<file path="src/shared/ctr_pos_regs.vh">
`ifndef CTR_POS_REGS_VH
`define CTR_POS_REGS_VH
`define CNT_W 32
`define FIFO_DEPTH 4
`define FIFO_AW 2
`define MODE_W 3
`define MODE_PERIOD 3'h0
`define MODE_SINGLE_EDGE_QUADRATURE 3'h1
`define MODE_DOUBLE_EDGE_QUADRATURE 3'h2
`define MODE_QUADRUPLE_EDGE_QUADRATURE 3'h3
`define MODE_TWO_PULSE 3'h4
`define PHASE_A_BIT 1
`define PHASE_B_BIT 0
`endif

</file>
<file path="src/hdl/counter_position_period_measure.v">
`timescale 1ns/1ps
`include "ctr_pos_regs.vh"
// Position and period measurement counter on the system timebase.
module counter_position_period_measure (
    input wire i_clk_sys,
    input wire i_reset,
    input wire i_arm,
    input wire i_disarm,
    input wire [`MODE_W-1:0] i_mode,
    input wire i_gate_falling,
    input wire i_source_falling,
    input wire [1:0] i_reload_phase,
    input wire i_reload_enable,
    input wire [`CNT_W-1:0] i_reload_value,
    input wire i_sample_enable,
    input wire i_enc_a,
    input wire i_enc_b,
    input wire i_enc_index,
    input wire i_gate,
    input wire i_source,
    input wire i_read_req,
    input wire i_dma_ready,
    output reg o_armed,
    output reg [`CNT_W-1:0] o_count,
    output reg o_read_valid,
    output reg [`CNT_W-1:0] o_read_data,
    output reg o_period_valid,
    output reg [`CNT_W-1:0] o_period,
    output reg [`CNT_W-1:0] o_dma_data,
    output reg o_dma_valid,
    output reg o_overrun
);
    // Two-stage synchronisers for the five outside pins.
    reg [4:0] sync1_r;
    reg [4:0] sync2_r;
    reg [4:0] prev_r; // Previous synchronised levels for edge detection.
    wire a_now = sync2_r[4];
    wire b_now = sync2_r[3];
    wire z_now = sync2_r[2];
    wire g_now = sync2_r[1];
    wire s_now = sync2_r[0];
    wire a_old = prev_r[4];
    wire b_old = prev_r[3];
    wire g_old = prev_r[1];
    wire s_old = prev_r[0];

    reg arm_r; // Armed state.
    reg edges_ok_r; // Previous levels valid; avoids a false edge at arm.
    reg [`CNT_W-1:0] count_r; // Position or period running count.
    reg [`CNT_W-1:0] count_nxt;
    reg period_open_r; // First gate edge seen, interval running.
    reg [`CNT_W-1:0] fifo_din_r; // Capture word toward the FIFO.
    reg fifo_push_r; // Capture strobe.
    wire fifo_in_ready;
    wire [`CNT_W-1:0] fifo_dout;
    wire fifo_out_valid;
    wire dma_pop;

    // Active-edge test for a chosen polarity, used for gate and source.
    function edge_hit;
        input now_lvl;
        input old_lvl;
        input falling;
        begin
            edge_hit = falling ? (old_lvl && !now_lvl) : (!old_lvl && now_lvl);
        end
    endfunction

    wire a_rise = !a_old && a_now;
    wire a_fall = a_old && !a_now;
    wire b_rise = !b_old && b_now;
    wire b_fall = b_old && !b_now;
    wire gate_edge = edges_ok_r && edge_hit(g_now, g_old, i_gate_falling);
    wire src_edge = edges_ok_r && edge_hit(s_now, s_old, i_source_falling);
    wire is_period = (i_mode == `MODE_PERIOD);
    // Reload phase: bit1 is the required A level, bit0 the B level.
    wire phase_true = (a_now == i_reload_phase[`PHASE_A_BIT]) &&
        (b_now == i_reload_phase[`PHASE_B_BIT]);

    // Synchronise every pin before any logic reads it.
    always @(posedge i_clk_sys or posedge i_reset) begin
        if (i_reset) begin
            sync1_r <= 5'h00;
            sync2_r <= 5'h00;
            prev_r <= 5'h00;
        end else begin
            sync1_r <= {i_enc_a, i_enc_b, i_enc_index, i_gate, i_source};
            sync2_r <= sync1_r;
            prev_r <= sync2_r;
        end
    end

    // Decode one step of position change; unknown modes hold the count but for the index reload.
    reg signed [1:0] step;
    always @* begin
        step = 2'sd0;
        case (i_mode)
            `MODE_SINGLE_EDGE_QUADRATURE: begin
                if (a_rise && !b_now) begin
                    step = 2'sd1;
                end else if (a_fall && !b_now) begin
                    step = -2'sd1;
                end
            end
            `MODE_DOUBLE_EDGE_QUADRATURE: begin
                // A leads B when A's new level differs from B.
                if (a_rise || a_fall) begin
                    step = (a_now != b_now) ? 2'sd1 : -2'sd1;
                end
            end
            `MODE_QUADRUPLE_EDGE_QUADRATURE: begin
                if ((a_rise || a_fall) && !(b_rise || b_fall)) begin
                    step = (a_now != b_now) ? 2'sd1 : -2'sd1;
                end else if ((b_rise || b_fall) && !(a_rise || a_fall)) begin
                    step = (a_now == b_now) ? 2'sd1 : -2'sd1;
                end
            end
            `MODE_TWO_PULSE: begin
                if (a_rise && !b_rise) begin
                    step = 2'sd1;
                end else if (b_rise && !a_rise) begin
                    step = -2'sd1;
                end
            end
            default: begin
                step = 2'sd0;
            end
        endcase
    end

    // Next count: a decoded step always wins over the index reload. On
    // entry into the reload phase the step lands this cycle and the
    // reload, deferred one cycle by the phase/index pair, lands next,
    // one timebase period after the step. On the way out of the phase the
    // step is added to the reloaded value, so no edge is lost even when
    // the index stays high past the phase.
    // The reload is level driven: while the index stays high in the
    // phase the count is held at the reload value every cycle.
    reg reload_pend_r; // Phase true with index high, seen last cycle.
    always @* begin
        count_nxt = count_r;
        if (edges_ok_r && !is_period && (step != 2'sd0)) begin
            count_nxt = count_r + {{(`CNT_W-2){step[1]}}, step};
        end else if (reload_pend_r && i_reload_enable && !is_period) begin
            count_nxt = i_reload_value;
        end else if (is_period && period_open_r && src_edge) begin
            count_nxt = count_r + 1'b1;
        end
    end

    // Arm control, counting, index reload and period measurement.
    always @(posedge i_clk_sys or posedge i_reset) begin
        if (i_reset) begin
            arm_r <= 1'b0;
            edges_ok_r <= 1'b0;
            count_r <= {`CNT_W{1'b0}};
            reload_pend_r <= 1'b0;
            period_open_r <= 1'b0;
            o_period <= {`CNT_W{1'b0}};
            o_period_valid <= 1'b0;
        end else begin
            o_period_valid <= 1'b0;
            if (i_disarm) begin
                arm_r <= 1'b0;
                edges_ok_r <= 1'b0;
                reload_pend_r <= 1'b0;
                period_open_r <= 1'b0;
            end else if (!arm_r) begin
                if (i_arm) begin
                    // Counting begins at the arm event from zero.
                    arm_r <= 1'b1;
                    count_r <= {`CNT_W{1'b0}};
                end
            end else begin
                edges_ok_r <= 1'b1;
                // Reload stays armed; normal decoding continues after it.
                reload_pend_r <= edges_ok_r && phase_true && z_now;
                count_r <= count_nxt;
                if (is_period && gate_edge) begin
                    if (period_open_r) begin
                        // Close one interval and open the next at once.
                        o_period <= count_r;
                        o_period_valid <= 1'b1;
                    end
                    period_open_r <= 1'b1;
                    count_r <= {`CNT_W{1'b0}};
                end
            end
        end
    end

    // Sample clock on the Gate route captures the cumulative count.
    // A capture while the FIFO is full and a word already waits is dropped and flagged sticky.
    // Only one capture can wait in the strobe stage, so a second edge
    // while the first still waits is the overrun case; the FIFO itself
    // never sees a partly written word.
    always @(posedge i_clk_sys or posedge i_reset) begin
        if (i_reset) begin
            fifo_din_r <= {`CNT_W{1'b0}};
            fifo_push_r <= 1'b0;
            o_overrun <= 1'b0;
        end else begin
            if (fifo_push_r && fifo_in_ready) begin
                fifo_push_r <= 1'b0;
            end
            if (i_arm && !arm_r) begin
                o_overrun <= 1'b0;
            end
            if (arm_r && !is_period && i_sample_enable && gate_edge) begin
                if (fifo_push_r && !fifo_in_ready) begin
                    o_overrun <= 1'b1;
                end else begin
                    // Count is only read, never cleared, by sampling.
                    fifo_din_r <= count_r;
                    fifo_push_r <= 1'b1;
                end
            end
        end
    end

    sample_fifo #(
        .WIDTH(`CNT_W),
        .DEPTH(`FIFO_DEPTH),
        .AW(`FIFO_AW)
    ) u_fifo (
        .i_clk_sys(i_clk_sys),
        .i_reset(i_reset),
        .i_in_data(fifo_din_r),
        .i_in_valid(fifo_push_r),
        .o_in_ready(fifo_in_ready),
        .o_out_data(fifo_dout),
        .o_out_valid(fifo_out_valid),
        .i_out_ready(dma_pop)
    );

    // DMA output register stage; refills when empty or taken.
    assign dma_pop = fifo_out_valid && (!o_dma_valid || i_dma_ready);
    always @(posedge i_clk_sys or posedge i_reset) begin
        if (i_reset) begin
            o_dma_data <= {`CNT_W{1'b0}};
            o_dma_valid <= 1'b0;
        end else begin
            if (dma_pop) begin
                o_dma_data <= fifo_dout;
                o_dma_valid <= 1'b1;
            end else if (i_dma_ready) begin
                o_dma_valid <= 1'b0;
            end
        end
    end

    // Registered copies of state and the on-demand read answer.
    always @(posedge i_clk_sys or posedge i_reset) begin
        if (i_reset) begin
            o_armed <= 1'b0;
            o_count <= {`CNT_W{1'b0}};
            o_read_valid <= 1'b0;
            o_read_data <= {`CNT_W{1'b0}};
        end else begin
            o_armed <= arm_r;
            o_count <= count_r;
            o_read_valid <= i_read_req;
            if (i_read_req) begin
                o_read_data <= count_r;
            end
        end
    end
endmodule

</file>
<file path="src/hdl/sample_fifo.v">
`timescale 1ns/1ps
// Small flip-flop FIFO between the capture logic and the DMA drain.
module sample_fifo #(
    parameter WIDTH = 32,
    parameter DEPTH = 4,
    parameter AW = 2
) (
    input wire i_clk_sys,
    input wire i_reset,
    input wire [WIDTH-1:0] i_in_data,
    input wire i_in_valid,
    output wire o_in_ready,
    output wire [WIDTH-1:0] o_out_data,
    output wire o_out_valid,
    input wire i_out_ready
);
    reg [WIDTH-1:0] mem_r [0:DEPTH-1]; // Storage words.
    reg [AW-1:0] wr_ptr_r; // Next slot to write.
    reg [AW-1:0] rd_ptr_r; // Oldest slot.
    reg [AW:0] level_r; // Words held; one bit wider so full is exact.
    wire push;
    wire pop;

    assign o_in_ready = (level_r != DEPTH[AW:0]);
    assign o_out_valid = (level_r != {(AW+1){1'b0}});
    assign o_out_data = mem_r[rd_ptr_r];
    assign push = i_in_valid && o_in_ready;
    assign pop = o_out_valid && i_out_ready;

    // Pointers and level move together; push and pop may share a cycle.
    always @(posedge i_clk_sys or posedge i_reset) begin
        if (i_reset) begin
            wr_ptr_r <= {AW{1'b0}};
            rd_ptr_r <= {AW{1'b0}};
            level_r <= {(AW+1){1'b0}};
        end else begin
            if (push) begin
                wr_ptr_r <= wr_ptr_r + 1'b1;
            end
            if (pop) begin
                rd_ptr_r <= rd_ptr_r + 1'b1;
            end
            if (push && !pop) begin
                level_r <= level_r + 1'b1;
            end else if (pop && !push) begin
                level_r <= level_r - 1'b1;
            end
        end
    end

    // Data storage needs no reset; level guards what is read.
    always @(posedge i_clk_sys) begin
        if (push) begin
            mem_r[wr_ptr_r] <= i_in_data;
        end
    end
endmodule

</file>
<file path="config.mk">
export PLATFORM = sky130hd
export DESIGN_NAME = counter_position_period_measure
export DESIGN_NICKNAME = d
export VERILOG_FILES = /design/src/hdl/counter_position_period_measure.v /design/src/hdl/sample_fifo.v
export VERILOG_INCLUDE_DIRS = /design/src /design/src/shared
export SDC_FILE = /design/constraint.sdc
export NUM_CORES = 1
export LEC_CHECK = 0
export BUFFER_PORTS_ARGS = -buffer_cell sky130_fd_sc_hd__buf_2
export CAP_MARGIN = 40
export CORE_ASPECT_RATIO = 1.75
export CORE_MARGIN = 5
export CORE_UTILIZATION = 58
export DETAILED_ROUTE_END_ITERATION = 12
export GPL_ROUTABILITY_DRIVEN = 1
export PLACE_DENSITY = 0.8
export SLEW_MARGIN = 20
export SYNTH_ARGS = -nofsm -noshare
export SYNTH_HDL_FRONTEND = slang
export SYNTH_SLANG_ARGS = --single-unit
</file>
<file path="constraint.sdc">
create_clock -name i_clk_sys -period 7.7 [get_ports i_clk_sys]
set_clock_uncertainty 0.2 [all_clocks]
set_input_delay 0.77 -clock i_clk_sys [delete_from_list [all_inputs] [get_ports i_clk_sys]]
set_output_delay 0.77 -clock i_clk_sys [all_outputs]
set_load 0.02 [all_outputs]
</file>
==> reports/summary.txt, run 1 <==
First-pass GRT wire length: 56000 um
Unrepaired setup endpoints after global routing: no
Asr flop ratio synth: 0.635
R2r startpoint: sync2_r[4]$_DFF_PP0_
Startpoint Class: flip-flop
Placed insts: 1602
Fin nets: 1407
Synthesis Warnings: 0
Post-CTS Hold Buffers: 0
Post-CTS Resized: 0
DRC errors left: 0
Drt pass-1 iters: 5
TritonCTS buffer count: 29
Status: complete, no violations
Worst-margin pin slew: 0.809 ns
Critical setup path kind: flip-flop to flip-flop
Die X: 133 um
Setup violators final: 0
Port Buf Inserts: 184
Synth Flop Type: dfrtp_1
# rows: 79
CP arrival: 5.63 ns
Multi-input combinational cell area: 0.00576 mm^2
Synth top area cells: dfrtp_1, edfxtp_1, mux2_2
I/O Pins: 185
Synth top area share: 0.361
Worst slack, placed: 2.18 ns
Area added between synthesis and finish: 14.6%
DIE AREA: 0.0301 mm^2
CTS Sinks: 351
Setup crit end kind: flip-flop
WL per Instance: 21.2 um
Max frequency: 185 MHz
Synth Register Bits: 351
Total wire length: 35200 um
Final hold vios: 0
Yosys cell types: 70
FF/Latch Area: 0.00943 mm^2
PwrDens: 241 mW/mm^2
Worst-path clk slew: 0.08 ns
Max_cap viols: 0
Setup_tns: 0 ns
Final ANT Viol Nets: 0
Core area: 0.0265 mm^2
CP Max Fanout: 19
Non-Filler Instances: 1659
Syn Inst Count: 1127
Fill cells: 1949
Required time of the critical path: 7.92 ns
Total congestion overflow: 0
Layout cells sized above 1: 0.326
1st-iter DRT viols: 706
Pwr Total: 4260 uW
Seq/Total Area, Yosys: 0.610
Cell area after synthesis: 0.0155 mm^2
LEAKAGE: 0.00832 uW
Overall routing resource usage: 0.236
Initial core utilization: 0.584
Flop-to-flop setup slack: 2.29 ns
Final worst slack: 2.29 ns
Root buf cell: clkbuf_16
Maximum root-to-sink buffer count: 3
Final Slew Violations: 0
Post-synth net total: 1224
Hold Path Class: input pin to asynchronous set/reset pin
Commonest cells after routing, fill and taps aside: dfrtp_1, buf_2, mux2_2, edfxtp_1, nand2_1
Fin crit period: 5.41 ns
Period Utilization, post-route: 0.703
Reg2Reg Depth: 20
Die Ht: 226 um
Largest net degree at the start of global routing: 85
Total number of vias: 9996
Vias in the first global route: 10600
Initial antenna violation count: 3
RR Endpoint: count_r[22]$_DFFE_PP0P_
Syn Area/Cell: 13.7 um^2
Setup Fix Bufs, Post-CTS: 0
Detail Placement HPWL: 24100 um
Rel. slew slack: 0.459
Via/cell ratio: 6.03
Yosys top cell by area: dfrtp_1
H-tree depth reported by CTS: 1
GPL Wtd Cong: 0.923
Post-synth EDFFs: 128
TritonCTS clock tree: yes
Worst-skew pair later-pin latency: 0.56 ns
Commonest non-fill, non-tap cell in the layout: dfrtp_1
Peak supply drop: 185 uV
==> Yosys cell counts, drive strengths merged (21+ instances only) <==
library cell,n
nor2,49
inv,24
xor2,33
nand2,71
mux4,32
edfxtp,128
xnor2,21
mux2,130
o21ai,59
a21oi,56
a21o,23
ha,43
nand3,26
dfrtp,223
clkbuf,38
==> area by class of cell <==
| type | count | share of cell area |
|---|---|---|
| Multi-Input combinational cell | 701 | 0.325 |
| Inverter | 24 | 0.00551 |
| Sequential cell | 351 | 0.532 |
| Antenna cell | 3 | 0.000424 |
| Clock inverter | 16 | 0.00650 |
| Tap cell | 324 | 0.0229 |
| Timing Repair Buffer | 203 | 0.0637 |
| Clock buffer | 37 | 0.0438 |
==> report_power, final <==
part / switching, uW / internal, uW / total [uW]
Clock: 655 / 749 / 1400
Sequential: 83.1 / 2040 / 2130
Combinational: 408 / 324 / 733
==> stage by stage <==
step	hold slack (ns)	util	cell area [um^2]
final	0.0272	0.669	17700
after global routing	0.0581	0.669	17700
after CTS	0.0244	0.668	17700
after detailed placement	0.140	0.634	16800
after global placement	0.135	0.631	16700
after floorplan	0.131	-	15500
==> cells by family after synthesis <==
kind of cell    count (synthesis)  synth area share
buf+inv                        75            0.0204
simple gates                  226            0.0718
xor+xnor                       54            0.0306
flops                         351             0.610
fa+ha+maj                      45            0.0374
compound gates                209            0.0857
mux                           167             0.145
==> worst max path at each step <==
stage                              end  slack [ns]            startpoint  cells past startpoint
2_1_floorplan          arm_r$_DFF_PP0_        0.62               i_reset                      1
3_3_place_gp   count_r[22]$_DFFE_PP0P_        2.34             i_mode[2]                     17
3_5_place_dp   count_r[22]$_DFFE_PP0P_        2.18             i_mode[2]                     17
4_1_cts        count_r[22]$_DFFE_PP0P_        2.28  sync2_r[4]$_DFF_PP0_                     19
5_1_grt        count_r[22]$_DFFE_PP0P_        1.80  sync2_r[4]$_DFF_PP0_                     20
6_report       count_r[22]$_DFFE_PP0P_        2.29  sync2_r[4]$_DFF_PP0_                     20
==> worst max-delay path: stages, from the launching register on <==
cell	delay, ns
dfrtp_1	0.43
inv_1	0.06
ha_1	0.32
inv_1	0.06
ha_1	0.19
nor2b_1	0.10
mux2i_1	0.08
o22ai_1	0.28
nor2_1	0.19
inv_1	0.39
buf_4	0.34
ha_1	0.31
nor2b_1	0.17
o31a_1	0.28
o311ai_0	0.67
nand2b_1	0.25
a21boi_0	0.33
o21ai_0	0.14
a21oi_1	0.19
xnor2_1	0.14
o221ai_1	0.13
==> flip-flops by register name (all words and copies together), names as in the netlist, 2 cells and up <==
| name | flops |
|---|---|
| u_fifo.rd_ptr_r | 2 |
| prev_r | 4 |
| sync2_r | 5 |
| o_count | 32 |
| o_read_data | 32 |
| count_r | 32 |
| u_fifo.level_r | 3 |
| fifo_din_r | 32 |
| u_fifo.wr_ptr_r | 2 |
| u_fifo.mem_r | 128 |
| o_period | 32 |
| o_dma_data | 32 |
| sync1_r | 5 |
==> metal layers <==
metal  GRT usage  vias to the layer above  routed length, um
met5           0                        -                  0
met2       0.435                      305              19100
met1       0.282                     5076              13300
met3      0.0292                       77               1760
li1            -                     4538                  -
met4      0.0927                        0               1110
Note: power is estimated with default switching activity, not from simulation.
==> run 2, diff against run 1 <==
==> constraint.sdc (replaced) <==
create_clock -name i_clk_sys -period 5.1 [get_ports i_clk_sys]
set_clock_uncertainty 0.2 [all_clocks]
set_input_delay 0.51 -clock i_clk_sys [delete_from_list [all_inputs] [get_ports i_clk_sys]]
set_output_delay 0.51 -clock i_clk_sys [all_outputs]
set_load 0.02 [all_outputs]
==> run 2 against run 1 <==
  * Wire length increased by 1.1%
  * Register-to-register slack worse by 1.9 ns
  * First-iteration DRC count decreased by 18%
  * Critical path depth decreased by 1
  * Sequential power rose by 54%
  * Global-route usage increased by 0.26 points
  * Fmax grew 14%
  * Final cell count rose by 0.96%
  * Die area unchanged
  * Utilization is 0.56 points higher
  * Count of clock-buffer cells in the layout is 5 higher
  * Highest routed layer unchanged
==> reports/summary.txt, run 2 (same netlist as run 1, synthesis figures left out) <==
Status: complete, no violations
Final worst slack: 0.341 ns (-1.95 ns)
CP arrival: 5.04 ns (-0.59 ns)
Commonest non-fill, non-tap cell in the layout: dfrtp_1
Met2 WL: 19300 um (+0.85%)
Peak supply drop: 288 uV (+56%)
Most common cell on crit path: ha_1
Critical Path Slowest Stage Cell: or4_4
Detail Placement HPWL: 24400 um (+1.0%)
# rows: 79 (unchanged)
Period Utilization, post-route: 0.933 (+0.230)
Vias in the first global route: 10600 (+0.53%)
LEAKAGE: 0.00834 uW (+0.34%)
Fin nets: 1421 (+1.0%)
CTS Sinks: 351 (unchanged)
Critical setup path kind: flip-flop to flip-flop
Rel. slew slack: 0.450 (-0.00954)
Largest register FFs: 128 (unchanged)
Design area: 0.0179 mm^2 (+0.84%)
GPL Wtd Cong: 0.983 (+6.6%)
Root buf cell: clkbuf_16
Hold Path Class: input pin to flip-flop
Setup violators final: 0 (unchanged)
PwrDens: 364 mW/mm^2 (+51%)
CP Max Fanout: 14 (-5)
DRC errors left: 0 (unchanged)
Required time of the critical path: 5.38 ns (-2.54 ns)
Via/cell ratio: 5.97 (-0.84%)
Total wire length: 35600 um (+1.1%)
TritonCTS buffer count: 30 (+3.4%)
Max_cap viols: 0 (unchanged)
Max frequency: 210 MHz (+14%)
Port Buf Inserts: 184 (unchanged)
WL per Instance: 21.3 um (+0.16%)
Total number of vias: 10000 (+0.12%)
Max Used Layer: met4
DIE AREA: 0.0301 mm^2 (unchanged)
Worst-margin pin slew: 0.826 ns (+0.0166 ns)
Initial core utilization: 0.584 (unchanged)
Final hold vios: 0 (unchanged)
Die X: 133 um (unchanged)
I/O Pins: 185 (unchanged)
CP cell instances: inv_1 -> ha_1 -> ha_1 -> nor2b_1 -> mux2i_1 -> o22ai_1 -> nor2_2 -> clkinvlp_4 -> buf_12 -> ha_1 -> a21oi_2 -> o21ai_0 -> a311o_1 -> or4_4 -> nand3_2 -> or3b_1 -> a21o_1 -> a211o_1 -> o211ai_1
Top reg by flops: u_fifo.mem_r
TritonCTS clock tree: yes
Fin crit period: 4.76 ns (-0.652 ns)
Setup crit end kind: flip-flop
Placed Area: 0.0168 mm^2 (about the same)
Final Slew Violations: 0 (unchanged)
Core area: 0.0265 mm^2 (unchanged)
Setup_tns: 0 ns (unchanged)
Die Ht: 226 um (unchanged)
Maximum root-to-sink buffer count: 3 (unchanged)
Largest net degree at the start of global routing: 107 (+26%)
Worst-path clk slew: 0.07 ns (about the same)
Non-Filler Instances: 1675 (+0.96%)
First-pass GRT wire length: 57200 um (+2.0%)
Placed insts: 1607 (+0.31%)
Worst-skew pair later-pin latency: 0.56 ns (about the same)
H-tree depth reported by CTS: 1 (unchanged)
Startpoint Class: flip-flop
CP max stage delay: 0.55 ns (-0.12 ns)
Final ANT Viol Nets: 0 (unchanged)
Drt pass-1 iters: 5 (unchanged)
Final Hold Slack: 0.0646 ns (+0.0374 ns)
Met1 WL: 13400 um (+0.64%)
Commonest cells after routing, fill and taps aside: dfrtp_1, buf_2, mux2_2, edfxtp_1, nand2_1
Layout cells sized above 1: 0.327 (+0.00133)
Overall routing resource usage: 0.239 (+0.00265)
Initial antenna violation count: 3 (unchanged)
Worst slack, placed: 0.165 ns (-2.01 ns)
Total congestion overflow: 0 (unchanged)
Met3 WL post-DR: 1730 um (-1.4%)
1st-iter DRT viols: 576 (-18%)
Area added between synthesis and finish: 15.6%
Unrepaired setup endpoints after global routing: no
[run 2: metrics by stage]
| step | utilization | total power [uW] |
|---|---|---|
| CTS | 0.673 | 6570 |
| global placement | 0.634 | 4330 |
| detailed placement | 0.634 | 4370 |
| finish | 0.675 | 6500 |
| floorplan | - | 4030 |
| global route | 0.675 | 6780 |
[run 2: repair_timing]
action                                  in CTS  in global routing
gates resized for setup                      0                  2
endpoints found under the setup margin       0                  7
hold buffers                                 8                  0
buffers inserted                             0                  1
endpoints found under the hold margin       38                  0
[run 2: final timing paths]
check | startpoint | endpoint | slack (ns) | cells after the start
setup reg to reg | sync2_r[4]$_DFF_PP0_ | count_r[31]$_DFFE_PP0P_ | 0.34 | 19
setup / recovery | sync2_r[4]$_DFF_PP0_ | count_r[31]$_DFFE_PP0P_ | 0.34 | 19
hold reg to reg | sync1_r[3]$_DFF_PP0_ | sync2_r[3]$_DFF_PP0_ | 0.15 | 0
min in group asynchronous | i_reset | o_count[5]$_DFF_PP0_ | 0.42 | 3
max in group asynchronous | i_reset | o_read_data[22]$_DFFE_PP0P_ | 3.27 | 4
hold / removal | i_arm | o_overrun$_DFF_PP0_ | 0.06 | 4
[run 2: cell type report]
| cell class | instances | area, um^2 |
|---|---|---|
| multi-input cells | 701 | 5770 |
| fillers | 1888 | 8620 |
| flip-flops and latches | 351 | 9430 |
| well taps | 324 | 405 |
| diodes | 3 | 7.51 |
| clock inverters | 14 | 110 |
| inverters | 24 | 97.6 |
| repair buffers | 216 | 1220 |
| clock buffers | 42 | 837 |
[run 2: worst max-delay path, delay by kind of cell (launching register included)]
kind / cells / cell delay [ns]
fa+ha+maj: 3 / 0.90
compound gates: 7 / 1.40
buf+inv: 3 / 0.35
simple gates: 5 / 1.29
flops: 1 / 0.43
mux: 1 / 0.13
[run 2: where the power goes]
part	leakage (uW)	switching [uW]	internal [uW]
Combinational	0.00352	544	484
Clock	0.000441	999	1200
Sequential	0.00438	191	3080
Total	0.00834	1730	4770
[run 2: per-layer routing]
layer  vias to the layer above  track usage
met3                        94       0.0308
met1                      5014        0.289
met5                         -            0
met2                       335        0.440
li1                       4565            -
met4                         0       0.0844
